===== src/verilog/mbag_pkg.sv =====
// Package: constants and types for the modulo / bit-reverse address generator
package mbag_pkg;
   localparam int AW = 16;
   localparam int WREG_W = 4;
   localparam logic [3:0] STACK_PTR_SEL = 4'hF;
   localparam logic [15:0] RST_ADDR = 16'h0000;
   localparam logic [15:0] RST_CTRL = 16'h0000;
   localparam int BRV_EN_BIT = 15;
   localparam int BRV_MOD_MSB = 14;
   // Addressing modes presented by decode
   typedef enum logic [2:0] {
      MBAG_IND     = 3'h0,
      MBAG_POSTINC = 3'h1,
      MBAG_POSTDEC = 3'h2,
      MBAG_PREINC  = 3'h3,
      MBAG_PREDEC  = 3'h4,
      MBAG_REGOFS  = 3'h5
   } mbag_mode_t;
endpackage


===== src/verilog/mbag_bitrev_add.sv =====
// Bit-reversed modifier adder for the X write unit
`timescale 1ns/1ns
module mbag_bitrev_add #(
   parameter int AW = 16
) (
   input  wire logic [AW-1:0] ptr,
   input  wire logic [AW-2:0] modifier,
   output logic      [AW-1:0] sum
);
   // ------------------------------------------------------------
   // Reverse-carry add
   // ------------------------------------------------------------
   function automatic logic [AW-2:0] rev(input logic [AW-2:0] v);
      logic [AW-2:0] r;
      r = '0;
      for (int i = 0; i < AW-1; i++)
         r[i] = v[AW-2-i];
      return r;
   endfunction

   logic [AW-2:0] wptr;
   logic [AW-2:0] wmod;
   logic [AW-2:0] rsum;
   logic [AW-2:0] wsum;
   assign wptr = ptr[AW-1:1];
   // Modifier counts bytes; its bit 0 means nothing for word steps
   assign wmod = {1'b0, modifier[AW-2:1]};
   // Pointer and result kept in normal order, only carries flow reversed
   // Carry out past the lowest word bit is dropped on purpose
   assign rsum = rev(wptr) + rev(wmod);
   assign wsum = rev(rsum);
   assign sum  = {wsum, 1'b0};
endmodule // mbag_bitrev_add


===== src/verilog/mbag_core.sv =====
// Effective-address generator with modulo wrap and bit-reversed writes
// Notes on behaviour
// RULE1: Modulo correction usable with any pointer register
// RULE2: Incrementing buffer checks upper boundary
// RULE3: Decrementing buffer checks lower boundary
// RULE4: Overshoot past boundary is also detected
// RULE5: Write back only for pre/post modify
// RULE6: Register offset mode wraps, pointer untouched
// RULE7: Bit reverse only X unit writes
// RULE8: Modifier treated as bit-reversed when adding
// RULE9: Pointer and result stay in normal order
// RULE10: Enable set, pointer not stack, pre/post increment
// RULE11: Enable bit lives in bit-reverse control
// RULE12: Add reversed modifier, drop offset, clear LSB
// RULE13: Byte writes or other modes use normal addressing
// RULE14: Wrap by buffer length past opposite boundary
`timescale 1ns/1ns
module mbag_core #(
   parameter int AW = mbag_pkg::AW
) (
   input  wire logic                 clk,
   input  wire logic                 rst,
   input  wire logic                 req,
   input  wire logic                 is_x_unit,
   input  wire logic                 is_write,
   input  wire logic                 is_byte,
   input  wire logic [2:0]           mode,
   input  wire logic [3:0]           ptr_sel,
   input  wire logic [AW-1:0]        ptr_val,
   input  wire logic [AW-1:0]        offset,
   input  wire logic                 modulo_enable,
   input  wire logic [3:0]           modulo_ptr_sel,
   input  wire logic [AW-1:0]        buf_start,
   input  wire logic [AW-1:0]        buf_end,
   input  wire logic [3:0]           bit_reverse_pointer_select,
   input  wire logic [15:0]          bit_reverse_control_reg,
   output logic                      ea_valid,
   output logic [AW-1:0]             effective_address,
   output logic                      wb_en,
   output logic [3:0]                wb_sel,
   output logic [AW-1:0]             wb_value,
   output logic                      brev_used
);
   // ------------------------------------------------------------
   // Decode
   // ------------------------------------------------------------
   mbag_pkg::mbag_mode_t m;
   logic          inc_mode;
   logic          dec_mode;
   logic          pre_mode;
   logic          modify;
   logic [AW-1:0] raw_ea;
   logic [AW-1:0] new_ptr;
   logic [AW-1:0] chk;
   logic [AW-1:0] len;
   logic          mod_on;
   logic          over;
   logic          under;
   logic [AW-1:0] fixed;
   logic          brev_on;
   logic          bit_reverse_enable;
   logic [AW-1:0] brev_sum;
   logic [AW-1:0] next_ea;
   logic [AW-1:0] next_ptr;

   assign m = mbag_pkg::mbag_mode_t'(mode);
   assign inc_mode = (m == mbag_pkg::MBAG_POSTINC)
                   || (m == mbag_pkg::MBAG_PREINC);
   assign dec_mode = (m == mbag_pkg::MBAG_POSTDEC)
                   || (m == mbag_pkg::MBAG_PREDEC);
   assign pre_mode = (m == mbag_pkg::MBAG_PREINC)
                   || (m == mbag_pkg::MBAG_PREDEC);
   assign modify = inc_mode || dec_mode;

   // ------------------------------------------------------------
   // Modulo path
   // ------------------------------------------------------------
   // Step is scaled by access size; offset mode adds the register
   always_comb
   begin
      new_ptr = ptr_val;
      if (inc_mode)
         new_ptr = ptr_val + (is_byte ? AW'(1) : AW'(2));
      else if (dec_mode)
         new_ptr = ptr_val - (is_byte ? AW'(1) : AW'(2));
      if (m == mbag_pkg::MBAG_REGOFS)
         raw_ea = ptr_val + offset;
      else if (pre_mode)
         raw_ea = new_ptr;
      else
         raw_ea = ptr_val;
   end

   // Any register may be the modulo pointer, set by its select field
   assign mod_on = modulo_enable && (ptr_sel == modulo_ptr_sel); // RULE1
   assign len = AW'(buf_end - buf_start + AW'(1));
   // Check the value that advances; post forms check the new pointer
   assign chk = (m == mbag_pkg::MBAG_REGOFS || pre_mode) ? raw_ea : new_ptr;
   assign over  = (chk > buf_end); // RULE2 RULE4
   assign under = (chk < buf_start); // RULE3 RULE4

   function automatic logic [AW-1:0] wrap(input logic [AW-1:0] a,
                                          input logic          hi,
                                          input logic          lo);
      if (hi)
         return a - len; // RULE14
      else if (lo)
         return a + len; // RULE14
      else
         return a;
   endfunction

   always_comb
   begin
      fixed = raw_ea;
      next_ptr = new_ptr;
      if (mod_on)
      begin
         if (m == mbag_pkg::MBAG_REGOFS)
            fixed = wrap(raw_ea, over, under); // RULE6
         else if (inc_mode)
            next_ptr = wrap(new_ptr, over, 1'b0); // RULE2
         else if (dec_mode)
            next_ptr = wrap(new_ptr, 1'b0, under); // RULE3
         if (pre_mode)
            fixed = next_ptr;
      end
   end

   // ------------------------------------------------------------
   // Bit-reversed path
   // ------------------------------------------------------------
   assign bit_reverse_enable =
      bit_reverse_control_reg[mbag_pkg::BRV_EN_BIT]; // RULE11
   // Takes precedence over modulo for qualifying writes
   assign brev_on = bit_reverse_enable
      && (bit_reverse_pointer_select != mbag_pkg::STACK_PTR_SEL) // RULE10
      && (ptr_sel == bit_reverse_pointer_select)
      && is_x_unit && is_write // RULE7
      && !is_byte && inc_mode; // RULE13

   mbag_bitrev_add #(
      .AW       (AW)
   ) u_brev (
      .ptr      (ptr_val), // RULE9
      .modifier (bit_reverse_control_reg[mbag_pkg::BRV_MOD_MSB:0]), // RULE8
      .sum      (brev_sum) // RULE12
   );

   assign next_ea = brev_on ? (pre_mode ? brev_sum : ptr_val & ~AW'(1))
                            : fixed;

   // ------------------------------------------------------------
   // Registered outputs
   // ------------------------------------------------------------
   always_ff @(posedge clk or posedge rst)
   begin
      if (rst)
      begin
         ea_valid <= 1'b0;
         effective_address <= mbag_pkg::RST_ADDR;
         brev_used <= 1'b0;
      end
      else
      begin
         ea_valid <= req;
         brev_used <= req && brev_on;
         if (req)
            effective_address <= next_ea; // RULE12
      end
   end

   always_ff @(posedge clk or posedge rst)
   begin
      if (rst)
      begin
         wb_en <= 1'b0;
         wb_sel <= 4'h0;
         wb_value <= mbag_pkg::RST_ADDR;
      end
      else
      begin
         wb_en <= req && modify; // RULE5 RULE6
         if (req)
         begin
            wb_sel <= ptr_sel;
            wb_value <= brev_on ? brev_sum : next_ptr;
         end
      end
   end
endmodule // mbag_core


===== config.mk =====
export PLATFORM = sky130hd
export DESIGN_NAME = mbag_core
export DESIGN_NICKNAME = d
export VERILOG_FILES = /design/src/verilog/mbag_pkg.sv /design/src/verilog/mbag_bitrev_add.sv /design/src/verilog/mbag_core.sv
export SDC_FILE = /design/constraint.sdc
export NUM_CORES = 1
export LEC_CHECK = 0
export BUFFER_PORTS_ARGS = -buffer_cell sky130_fd_sc_hd__buf_2
export CAP_MARGIN = 20
export CORE_UTILIZATION = 60
export DETAILED_ROUTE_END_ITERATION = 12
export PLACE_DENSITY = 0.83
export SLEW_MARGIN = 25
export SYNTH_ARGS = -nofsm -noshare
export SYNTH_HDL_FRONTEND = slang
export SYNTH_SLANG_ARGS = --single-unit

===== constraint.sdc =====
create_clock -name clk -period 3.1 [get_ports clk]
set_input_delay 0.62 -clock clk [delete_from_list [all_inputs] [get_ports clk]]
set_output_delay 0.62 -clock clk [all_outputs]
set_load 0.02 [all_outputs]

==> results of run 1 <==
==> cell usage after synthesis (11+ instances only) <==
cell      number  area share
ha_1         152        0.19
nand2_1      131       0.049
a21oi_1      112       0.056
inv_1        111       0.042
nor2_1       102       0.038
o21ai_0       76       0.038
xnor2_1       62       0.055
clkbuf_1      61       0.023
dfrtp_1       39       0.098
nor3_1        35       0.018
o211ai_1      33       0.025
a21o_1        28       0.021
nand3_1       24       0.012
o21ai_1       23       0.012
o221ai_1      21       0.018
a31oi_1       19       0.012
o21bai_1      18       0.014
xor2_1        18       0.016
nand2b_1      17       0.011
mux2i_1       16       0.016
o22ai_1       16       0.010
nor2b_1       15      0.0094
o21a_1        14       0.011
or3_1         13      0.0082
a211oi_1      11      0.0083
==> stage by stage <==
stage	setup WS, ns	cell area [um2]	TNS [ns]
detailed placement	-2.70	14000	-78.54
CTS	-2.14	14800	-63.75
global placement	-2.34	14000	-69.20
floorplan	-1.81	10300	-49.86
==> logic make-up after synthesis <==
logic type	after synthesis
and+or+nand+nor	401
DFF	39
xor gates and xnor gates	82
AOI/OAI and AO/OA	478
muxes	27
adders and majority gates	161
buffers and inverters	190
==> timing repair <==
action	4_1_cts
pin swaps	67
gates cloned	1
resized for setup	107
buffers inserted	29
setup endpoints to repair	32
hold buffers	0
==> layer usage <==
metal,global-route usage,GRT overflow
met2,0.958,79
met4,0.818,53
met5,0.209,1
met3,0.618,2
met1,0.770,3
==> impl_metrics.ini, run 1 <==
[status]
status = aborted with a tool error
haltStage = global routing (5_1_grt)
firstError = [ERROR GRT-0116] Global routing finished with congestion. Check the congestion regions in the DRC Viewer.

[placement]
place.gp.congestion = 1.17
port-buffer-count = 139
dp_hpwl_mm = 35.5
placed_cells = 2067

[floorplan]
die_h_um = 131
die_w_um = 131
pin_count = 141
rows = 46
initial_core_util = 0.620

[global_route]
grt_max_degree = 43
grt_pass1_wl_mm = 101
overflow = 138
grt_pass1_vias = 17300
grt_use_total = 0.780

[synth]
syn_inst = 1378
yosysSeqAreaShare = 0.0980
synth_edf_count = 0
synth_top_family_by_area = compound AO/OA/AOI/OAI gates
synthAdderAreaFrac = 0.209
synthArstFlopShare = 1.00
synth_simple_gate_area_frac = 0.192
avgSynthCellArea_um2 = 7.23
synth_compound_area_frac = 0.327
netlist-cell-type-count = 86
post_synth_xor_area_fraction = 0.0736
ys_ff_latch = 39
yosysWarnings = 0
synthFlopType = dfrtp_1
syn_area_mm2 = 0.00996
synthesis.nets = 1641
synth_mux_area_frac = 0.0285

[clocking]
numCtsBuffers = 5
htree_num_levels = 2
numClockSinks = 39
ctsLongestPathBuffers = 2
cts_root_buf = clkbuf_16
==> inputs of run 2 (changes only) <==
--- a/config.mk
+++ b/config.mk
@@ -7,9 +7,9 @@
 export LEC_CHECK = 0
 export BUFFER_PORTS_ARGS = -buffer_cell sky130_fd_sc_hd__buf_2
 export CAP_MARGIN = 20
-export CORE_UTILIZATION = 60
+export CORE_UTILIZATION = 40
 export DETAILED_ROUTE_END_ITERATION = 12
-export PLACE_DENSITY = 0.83
+export PLACE_DENSITY_LB_ADDON = 0.15
 export SLEW_MARGIN = 25
 export SYNTH_ARGS = -nofsm -noshare
 export SYNTH_HDL_FRONTEND = slang
==> impl_metrics.ini, run 2 <==
[power]
irDropWorstVdd_v = 0.000211
p_per_area_mw_per_mm2 = 477
p_leak_nw = 7.62

[sta]
setup-tns-final_ns = -64.46
rsz0062_at_grt = yes
maxSlewViolCount = 0
fin_crit_sh = 1.71
finalCriticalPeriod_ns = 5.29
setup_viol = 32
tightest_slew_ns = 0.865
finClkSkew_ns = 0
slew_headroom = 0.423
hold-worst-slack_ns = 0.498
fmax_mhz = 189
hold_viol = 0
timing.final.ws_setup_ns = -2.19

[status]
failed_checks = negative setup slack
status = complete, but fails checks

[global_route]
antenna_found_initial = 0
overflow = 0
grt_pass1_wl_mm = 66.8
grt_pass1_vias = 12000
grt_max_degree = 25
grt_use_total = 0.334

[synth]
synth_top_family_by_area = compound AO/OA/AOI/OAI gates
syn_area_mm2 = 0.00996
synthFlopType = dfrtp_1
synthesis.nets = 1641
post_synth_xor_area_fraction = 0.0736
synth_most_common_cell = ha_1
netlist-cell-type-count = 86
yosys.area.top_type = ha_1
synth_area_leaders = ha_1 19%, dfrtp_1 9.8%, a21oi_1 5.6%, xnor2_1 5.5%, nand2_1 4.9%
yosysTopAreaCellShare = 0.191
synth_compound_area_frac = 0.327
synth_common_cells = 152 x ha_1, 131 x nand2_1, 112 x a21oi_1
synth_simple_gate_area_frac = 0.192
ys_ff_latch = 39
synthAdderAreaFrac = 0.209
avgSynthCellArea_um2 = 7.23
syn_inst = 1378
synthArstFlopShare = 1.00
synth_mux_area_frac = 0.0285
yosysWarnings = 0
synth_edf_count = 0
yosysSeqAreaShare = 0.0980

[cells_and_area]
drive_above_1_share = 0.435
fin_nets = 2190
layout_commonest_cell = buf_4
final_cell_mix = 437 x buf_4, 135 x ha_1, 134 x buf_2
num_antenna_cells = 0
reg_top3 = effective_address (16), wb_value (16), wb_sel (4)
fin_util = 0.656
syn2layout_area_growth_pct = 60.6

[critical_path]
path_cells = buf_6 -> ha_4 -> a211o_1 -> o311ai_4 -> a211oi_2 -> or3_4 -> xor2_4 -> o221ai_2 -> inv_2 -> nor2_1 -> a21oi_1 -> buf_4 -> ha_4 -> nand4_1 -> nor4_4 -> a21boi_4 -> o41a_1 -> buf_6 -> nand2_4 -> nor3b_4 -> o31ai_4 -> xnor2_1 -> mux2_1 -> a221o_1
cp-start-kind = input port
rrSetupSlack_ns = 1.94
slowest_delay_ns = 0.41
critPathMaxFanout = 4
path_class = in2reg
crit_required_ns = 3.27
cp_data_arrival_time_ns = 5.45
reg2regPathDepth = 3
slowest_stage = or3_4
worstSetupEndpointType = flip-flop

[route]
route.detailed.drc = 0
via_count = 12800
avgRoutedWirePerCell_um = 19.9
routed.top_layer = met4
wl_met2_mm = 20.1
met1Wirelength_mm = 19.1
detail_route.wirelength_mm = 44.8
drtIter0Drc = 838
dr.pass1.iters = 5
vias_per_cell = 5.67
ant_nets = 0
route.met3.wl_mm = 3.61

[clocking]
cts_root_buf = clkbuf_16
ctsLongestPathBuffers = 2
htree_num_levels = 2
cts_tree = done
worstSkewPairLatency_ns = 0.28
clk_pin_slew_ns = 0.06
numClockSinks = 39
numCtsBuffers = 5

[floorplan]
die_w_um = 160
coreArea_mm2 = 0.0244
pin_count = 141
initial_core_util = 0.408
rows = 57
die_area_mm2 = 0.0255
die_h_um = 160

[min_path]
hp-class = reg2reg
worstHoldPathCells = 1

[flow_run]
drv_cap = 0

[placement]
post-place-ws_ns = -2.55
place.gp.congestion = 0.960
port-buffer-count = 139
dp_hpwl_mm = 36.2
## run 2: cell counts after synthesis
Identical to the previous run, type by type.
## run 2: worst max-delay path: cells and delay by family
family                   cells  cell delay [ns]
AO/OA/AOI/OAI                9             1.82
XOR/XNOR                     2             0.38
adder cells (fa/ha/maj)      2             0.48
buffers and inverters        4             0.50
multiplexers                 1             0.33
AND/OR/NAND/NOR              6             1.32
## run 2: cells by family (layout without fill, tap and decap cells)
family | Yosys count | in the layout
AO/OA/AOI/OAI | 478 | 478
buffers and inverters | 190 | 740
adder cells (fa/ha/maj) | 161 | 161
multiplexers | 27 | 27
flip-flops | 39 | 39
XOR/XNOR | 82 | 82
AND/OR/NAND/NOR | 401 | 401
## run 2: what timing repair did
action                     4_1_cts  5_1_grt
setup endpoints to repair       32       32
gates cloned                     1        3
pin swaps                       75       87
hold buffers                     0        0
gates resized for setup         91      148
buffers inserted                16       31
## run 2: final timing paths
| kind | start | endpoint |
|---|---|---|
| hold reg to reg | wb_value[12] | wb_value[12] |
| max in group asynchronous | rst | effective_address[2] |
| setup / recovery | offset[6] | wb_value[15] |
| min in group asynchronous | rst | wb_sel[1] |
| setup reg to reg | effective_address[3] | effective_address[3] |
| hold / removal | wb_value[12] | wb_value[12] |
## run 2: final cells by class
class | count | area [um2]
Clock buffer | 7 | 133
Clock inverter | 1 | 5.00
Inverter | 117 | 445
Timing Repair Buffer | 615 | 4510
Sequential cell | 39 | 976
Multi-Input combinational cell | 1149 | 9530
Tap cell | 324 | 405
Fill cell | 2160 | 8390
## run 2: power by group
group | leakage [nW] | internal [mW] | switching, mW
Combinational | 7.09 | 3.13 | 3.39
Sequential | 0.458 | 0.573 | 0.0476
Clock | 0.0679 | 0.298 | 0.201
## run 2: routing by layer
layer	global-route usage	vias up
met5	0	-
met4	0.110	0
met3	0.0429	100
met2	0.554	565
met1	0.445	5965
li1	-	6145
## run 2: through the flow
stage	instances	power, mW	cell area [um2]
CTS	2219	6.86	15000
detailed placement	2196	6.07	14300
global placement	2196	6.02	14300
floorplan	1378	3.57	10300
global route	2252	8.10	16000
finish	2252	7.63	16000
(Power assumes the default switching activity.)
==> inputs of run 3 (changes only) <==
--- a/config.mk
+++ b/config.mk
@@ -7,7 +7,7 @@
 export LEC_CHECK = 0
 export BUFFER_PORTS_ARGS = -buffer_cell sky130_fd_sc_hd__buf_2
 export CAP_MARGIN = 20
-export CORE_UTILIZATION = 40
+export CORE_UTILIZATION = 30
 export DETAILED_ROUTE_END_ITERATION = 12
 export PLACE_DENSITY_LB_ADDON = 0.15
 export SLEW_MARGIN = 25
==> impl_metrics.ini, run 3 (same netlist as run 2, synthesis figures left out) <==
[cells_and_area]
syn2layout_area_growth_pct = 66.9
layout_commonest_cell = buf_4
regArea_um2 = 976
fin_util = 0.510
multiInputGateArea_mm2 = 0.00961
fin_nets = 2218
drive_above_1_share = 0.451
reg_top3 = effective_address (16), wb_value (16), wb_sel (4)
final_cell_mix = 456 x buf_4, 135 x buf_2, 133 x ha_1
num-fill-cells = 3175
stdcell_area_mm2 = 0.0166
num_antenna_cells = 0

[critical_path]
reg2regPathDepth = 3
worstSetupEndpointType = flip-flop
critPathMaxFanout = 2
critPathTopFamily = compound AO/OA/AOI/OAI gates
r2r_start = effective_address[3]
r2r_end = effective_address[3]
worst-path-buf-inv = 4
cp-start-kind = input port
path_class = in2reg
rrSetupSlack_ns = 1.98
cp_data_arrival_time_ns = 5.54
path_cells = buf_6 -> ha_4 -> a211o_1 -> o311ai_4 -> a211oi_2 -> or3_4 -> xor2_4 -> o221ai_2 -> inv_1 -> nor2_1 -> a21oi_1 -> buf_4 -> ha_4 -> nand4_1 -> nor4_4 -> a21boi_2 -> o41a_1 -> buf_6 -> nand2_8 -> nor3b_4 -> o31ai_4 -> xnor2_1 -> mux2_1 -> a221o_1
crit_required_ns = 3.27
slowest_stage = or3_4
slowest_delay_ns = 0.43

[route]
drtIter0Drc = 921
detail_route.wirelength_mm = 47.0
avgRoutedWirePerCell_um = 19.6
dr.pass1.iters = 5
vias_per_cell = 5.31
ant_nets = 0
via_count = 12700
route.detailed.drc = 0

[sta]
setup_viol = 32
hold_viol = 0
tightest_slew_ns = 0.775
fmax_mhz = 186
maxSlewViolCount = 0
hold-worst-slack_ns = 0.356
finClkSkew_ns = 0
timing.final.ws_setup_ns = -2.27
slew_headroom = 0.478
finalCriticalPeriod_ns = 5.37
rsz0062_at_grt = yes
fin_crit_sh = 1.73

[power]
p_leak_nw = 7.84
irDropWorstVdd_v = 0.000206
total_power_mw = 7.88
p_per_area_mw_per_mm2 = 474

[clocking]
ctsLongestPathBuffers = 2
numClockSinks = 39
clk_pin_slew_ns = 0.06
htree_num_levels = 2
worstSkewPairLatency_ns = 0.28
numCtsBuffers = 5
cts_tree = done
cts_root_buf = clkbuf_16

[global_route]
overflow = 0
antenna_found_initial = 1
grt_use_total = 0.272
grt_pass1_wl_mm = 70.7
grt_pass1_vias = 12600
grt_max_degree = 43

[status]
failed_checks = negative setup slack
status = complete, but fails checks

[floorplan]
initial_core_util = 0.305
die_area_mm2 = 0.0339
coreArea_mm2 = 0.0326
rows = 66
die_w_um = 184
die_h_um = 184
pin_count = 141

[flow_run]
drv_cap = 0

[placement]
dp_hpwl_mm = 38.2
port-buffer-count = 139
place.gp.congestion = 0.948
placed_area_mm2 = 0.0147
post-place-ws_ns = -2.88

[min_path]
hp-class = in2async
==> run 3: changes by cell type in the layout (fill, tap and decap cells not counted), sizes merged <==
cell,previous run,this run
inv,114,113
clkinv,3,4
bufbuf,0,1
buf,614,642
bufinv,0,1
clkbuf,8,6
==> run 3: final cells by class <==
type | instances | area share
Inverter | 117 | 0.0269
Multi-Input combinational cell | 1149 | 0.578
Clock buffer | 6 | 0.00835
Sequential cell | 39 | 0.0587
Clock inverter | 2 | 0.00211
Tap cell | 442 | 0.0333
Timing Repair Buffer | 643 | 0.293
==> run 3: through the flow <==
step | std cells | TNS, ns
3_3_place_gp | 2335 | -83.98
6_report | 2398 | -66.46
4_1_cts | 2381 | -64.41
5_1_grt | 2398 | -72.25
2_1_floorplan | 1378 | -49.86
3_5_place_dp | 2335 | -84.74
==> run 3: worst reg2reg max path, cell delays in order (launching register included) <==
cell and delay [ns]:
dfrtp_1 0.42, a222oi_1 0.34, o31a_1 0.19, o21ai_1 0.06
==> run 3: power breakdown <==
part | total [mW] | internal (mW) | leakage, nW | switching, mW
logic | 6.65 | 3.24 | 7.29 | 3.42
clock network | 0.610 | 0.400 | 0.0868 | 0.210
registers | 0.620 | 0.573 | 0.458 | 0.0469
==> run 3: what timing repair did <==
action	CTS	global route
cloned	5	1
resized for setup	142	121
pin swaps	86	103
endpoints found under the hold margin	0	0
hold buffers	0	0
endpoints found under the setup margin	32	32
buffers inserted	35	22
==> run 3: worst max path at each step <==
| stage | to | cells past startpoint | start | slack, ns |
|---|---|---|---|---|
| global route | wb_value[15] | 24 | ptr_val[1] | -2.47 |
| global placement | wb_value[4] | 29 | ptr_val[0] | -2.86 |
| detailed placement | wb_value[6] | 26 | ptr_val[1] | -2.88 |
| finish | wb_value[15] | 24 | offset[6] | -2.27 |
| floorplan | wb_value[15] | 22 | offset[6] | -1.81 |
| CTS | wb_value[15] | 29 | ptr_val[0] | -2.16 |
==> run 3: layer usage <==
metal,vias to the layer above,share of wire,GRT usage
met2,454,0.45,0.456
met1,6000,0.46,0.374
met3,61,0.056,0.0148
li1,6212,-,-
met4,0,0.032,0.0833
met5,-,0,0
==> inputs of run 4 (changes only) <==
==> constraint.sdc (replaced) <==
create_clock -name clk -period 4.65 [get_ports clk]
set_input_delay 0.93 -clock clk [delete_from_list [all_inputs] [get_ports clk]]
set_output_delay 0.93 -clock clk [all_outputs]
set_load 0.02 [all_outputs]
==> impl_metrics.ini, run 4 (same netlist as run 2, synthesis figures left out) <==
[floorplan]
die_h_um = 184
die_area_mm2 = 0.0339
initial_core_util = 0.305
die_w_um = 184
coreArea_mm2 = 0.0326
rows = 66
pin_count = 141

[flow_run]
drv_cap = 0

[sta]
maxSlewViolCount = 0
finalCriticalPeriod_ns = 5.64
timing.final.ws_setup_ns = -0.991
hold-worst-slack_ns = 0.486
fin_crit_sh = 1.21
finClkSkew_ns = 0
slew_headroom = 0.455
hold_viol = 0
setup_viol = 32
tightest_slew_ns = 0.818
fmax_mhz = 177
rsz0062_at_grt = yes

[clocking]
cts_root_buf = clkbuf_16
cts_tree = done
clk_pin_slew_ns = 0.06
numCtsBuffers = 5
numClockSinks = 39
hold_buffers = 0
worstSkewPairLatency_ns = 0.28
htree_num_levels = 2
ctsLongestPathBuffers = 2

[route]
via_count = 12500
detail_route.wirelength_mm = 45.8
drtIter0Drc = 875
avgRoutedWirePerCell_um = 19.6
vias_per_cell = 5.34
route.detailed.drc = 0
dr.pass1.iters = 7
ant_nets = 0

[critical_path]
slowest_delay_ns = 0.43
cp_data_arrival_time_ns = 5.81
slowest_stage = or3_4
worst-path-buf-inv = 5
crit_required_ns = 4.82
critPathTopFamily = compound AO/OA/AOI/OAI gates
cp-start-kind = input port
critPathMaxFanout = 4
path_class = in2reg
worstSetupEndpointType = flip-flop

[cells_and_area]
multiInputGateArea_mm2 = 0.00929
final_cell_mix = 422 x buf_4, 136 x ha_1, 134 x buf_2
drive_above_1_share = 0.413
reg_top3 = effective_address (16), wb_value (16), wb_sel (4)
regArea_um2 = 976
layout_commonest_cell = buf_4
fin_nets = 2163
num-fill-cells = 3283
instances_no_fill = 2341
num_antenna_cells = 0
syn2layout_area_growth_pct = 57.6

[placement]
port-buffer-count = 139
place.gp.congestion = 0.899
dp_hpwl_mm = 37.7
placed_cells = 2301
post-place-ws_ns = -1.81

[power]
total_power_mw = 4.88
p_per_area_mw_per_mm2 = 311
p_leak_nw = 7.44
irDropWorstVdd_v = 0.000144

[global_route]
antenna_found_initial = 0
grt_pass1_vias = 11800
grt_use_total = 0.261
overflow = 0
grt_pass1_wl_mm = 67.8
grt_max_degree = 44

[status]
failed_checks = negative setup slack
status = complete, but fails checks

[min_path]
hp-class = reg2reg
==> run 4: changes by cell type in the layout (fill, tap and decap cells not counted), sizes merged <==
cell    before  now
bufinv       1    0
bufbuf       1    0
clkinv       4    3
clkbuf       6    9
buf        642  585
==> run 4: metal layers <==
| layer | track usage | share of wire | up-vias | wire length [um] |
|---|---|---|---|---|
| met1 | 0.365 | 0.46 | 5891 | 21100 |
| met5 | 0 | 0 | - | 0 |
| met2 | 0.419 | 0.43 | 453 | 19900 |
| met4 | 0.0903 | 0.041 | 0 | 1890 |
| li1 | - | - | 6081 | - |
| met3 | 0.0198 | 0.064 | 77 | 2920 |
==> run 4: layout make-up <==
type                            count  area share
Inverter                          117      0.0284
Clock buffer                        6     0.00821
Timing Repair Buffer              588       0.275
Sequential cell                    39      0.0621
Tap cell                          442      0.0352
Multi-Input combinational cell   1149       0.591
==> run 4: worst paths after layout <==
path,start,endpoint,slack (ns),depth (start not counted)
worst max-delay path,offset[6],wb_value[15],-0.99,25
worst min-delay path,wb_value[6],wb_value[6],0.49,1
worst max register to register,effective_address[3],effective_address[3],3.52,3
worst min register to register,wb_value[6],wb_value[6],0.49,1
max in group asynchronous,rst,wb_value[2],3.50,3
min in group asynchronous,rst,ea_valid,0.77,3
==> run 4: worst register-to-register path, delay by kind of cell, from the launching register on <==
kind | cells | cell delay, ns
AOI/OAI and AO/OA | 3 | 0.59
DFF | 1 | 0.42
==> run 4: what timing repair did <==
item | in CTS | in global routing
gates cloned | 0 | 4
buffers inserted | 10 | 22
endpoints found under the hold margin | 0 | 0
pin swaps | 41 | 75
gates resized for setup | 78 | 109
setup endpoints to repair | 32 | 32
==> run 4: where the power goes <==
| part | total (mW) | internal (mW) | switching [mW] |
|---|---|---|---|
| registers | 0.412 | 0.382 | 0.0302 |
| clock network | 0.327 | 0.193 | 0.134 |
| logic | 4.14 | 1.99 | 2.15 |
==> run 4: metrics by stage <==
step,instance area (um2),TNS (ns),utilization
after floorplan,10300,-10.18,-
after global placement,14400,-48.89,0.441
after detailed placement,14400,-49.55,0.441
after CTS,14900,-24.22,0.458
after global routing,15700,-32.18,0.481
final,15700,-25.61,0.481
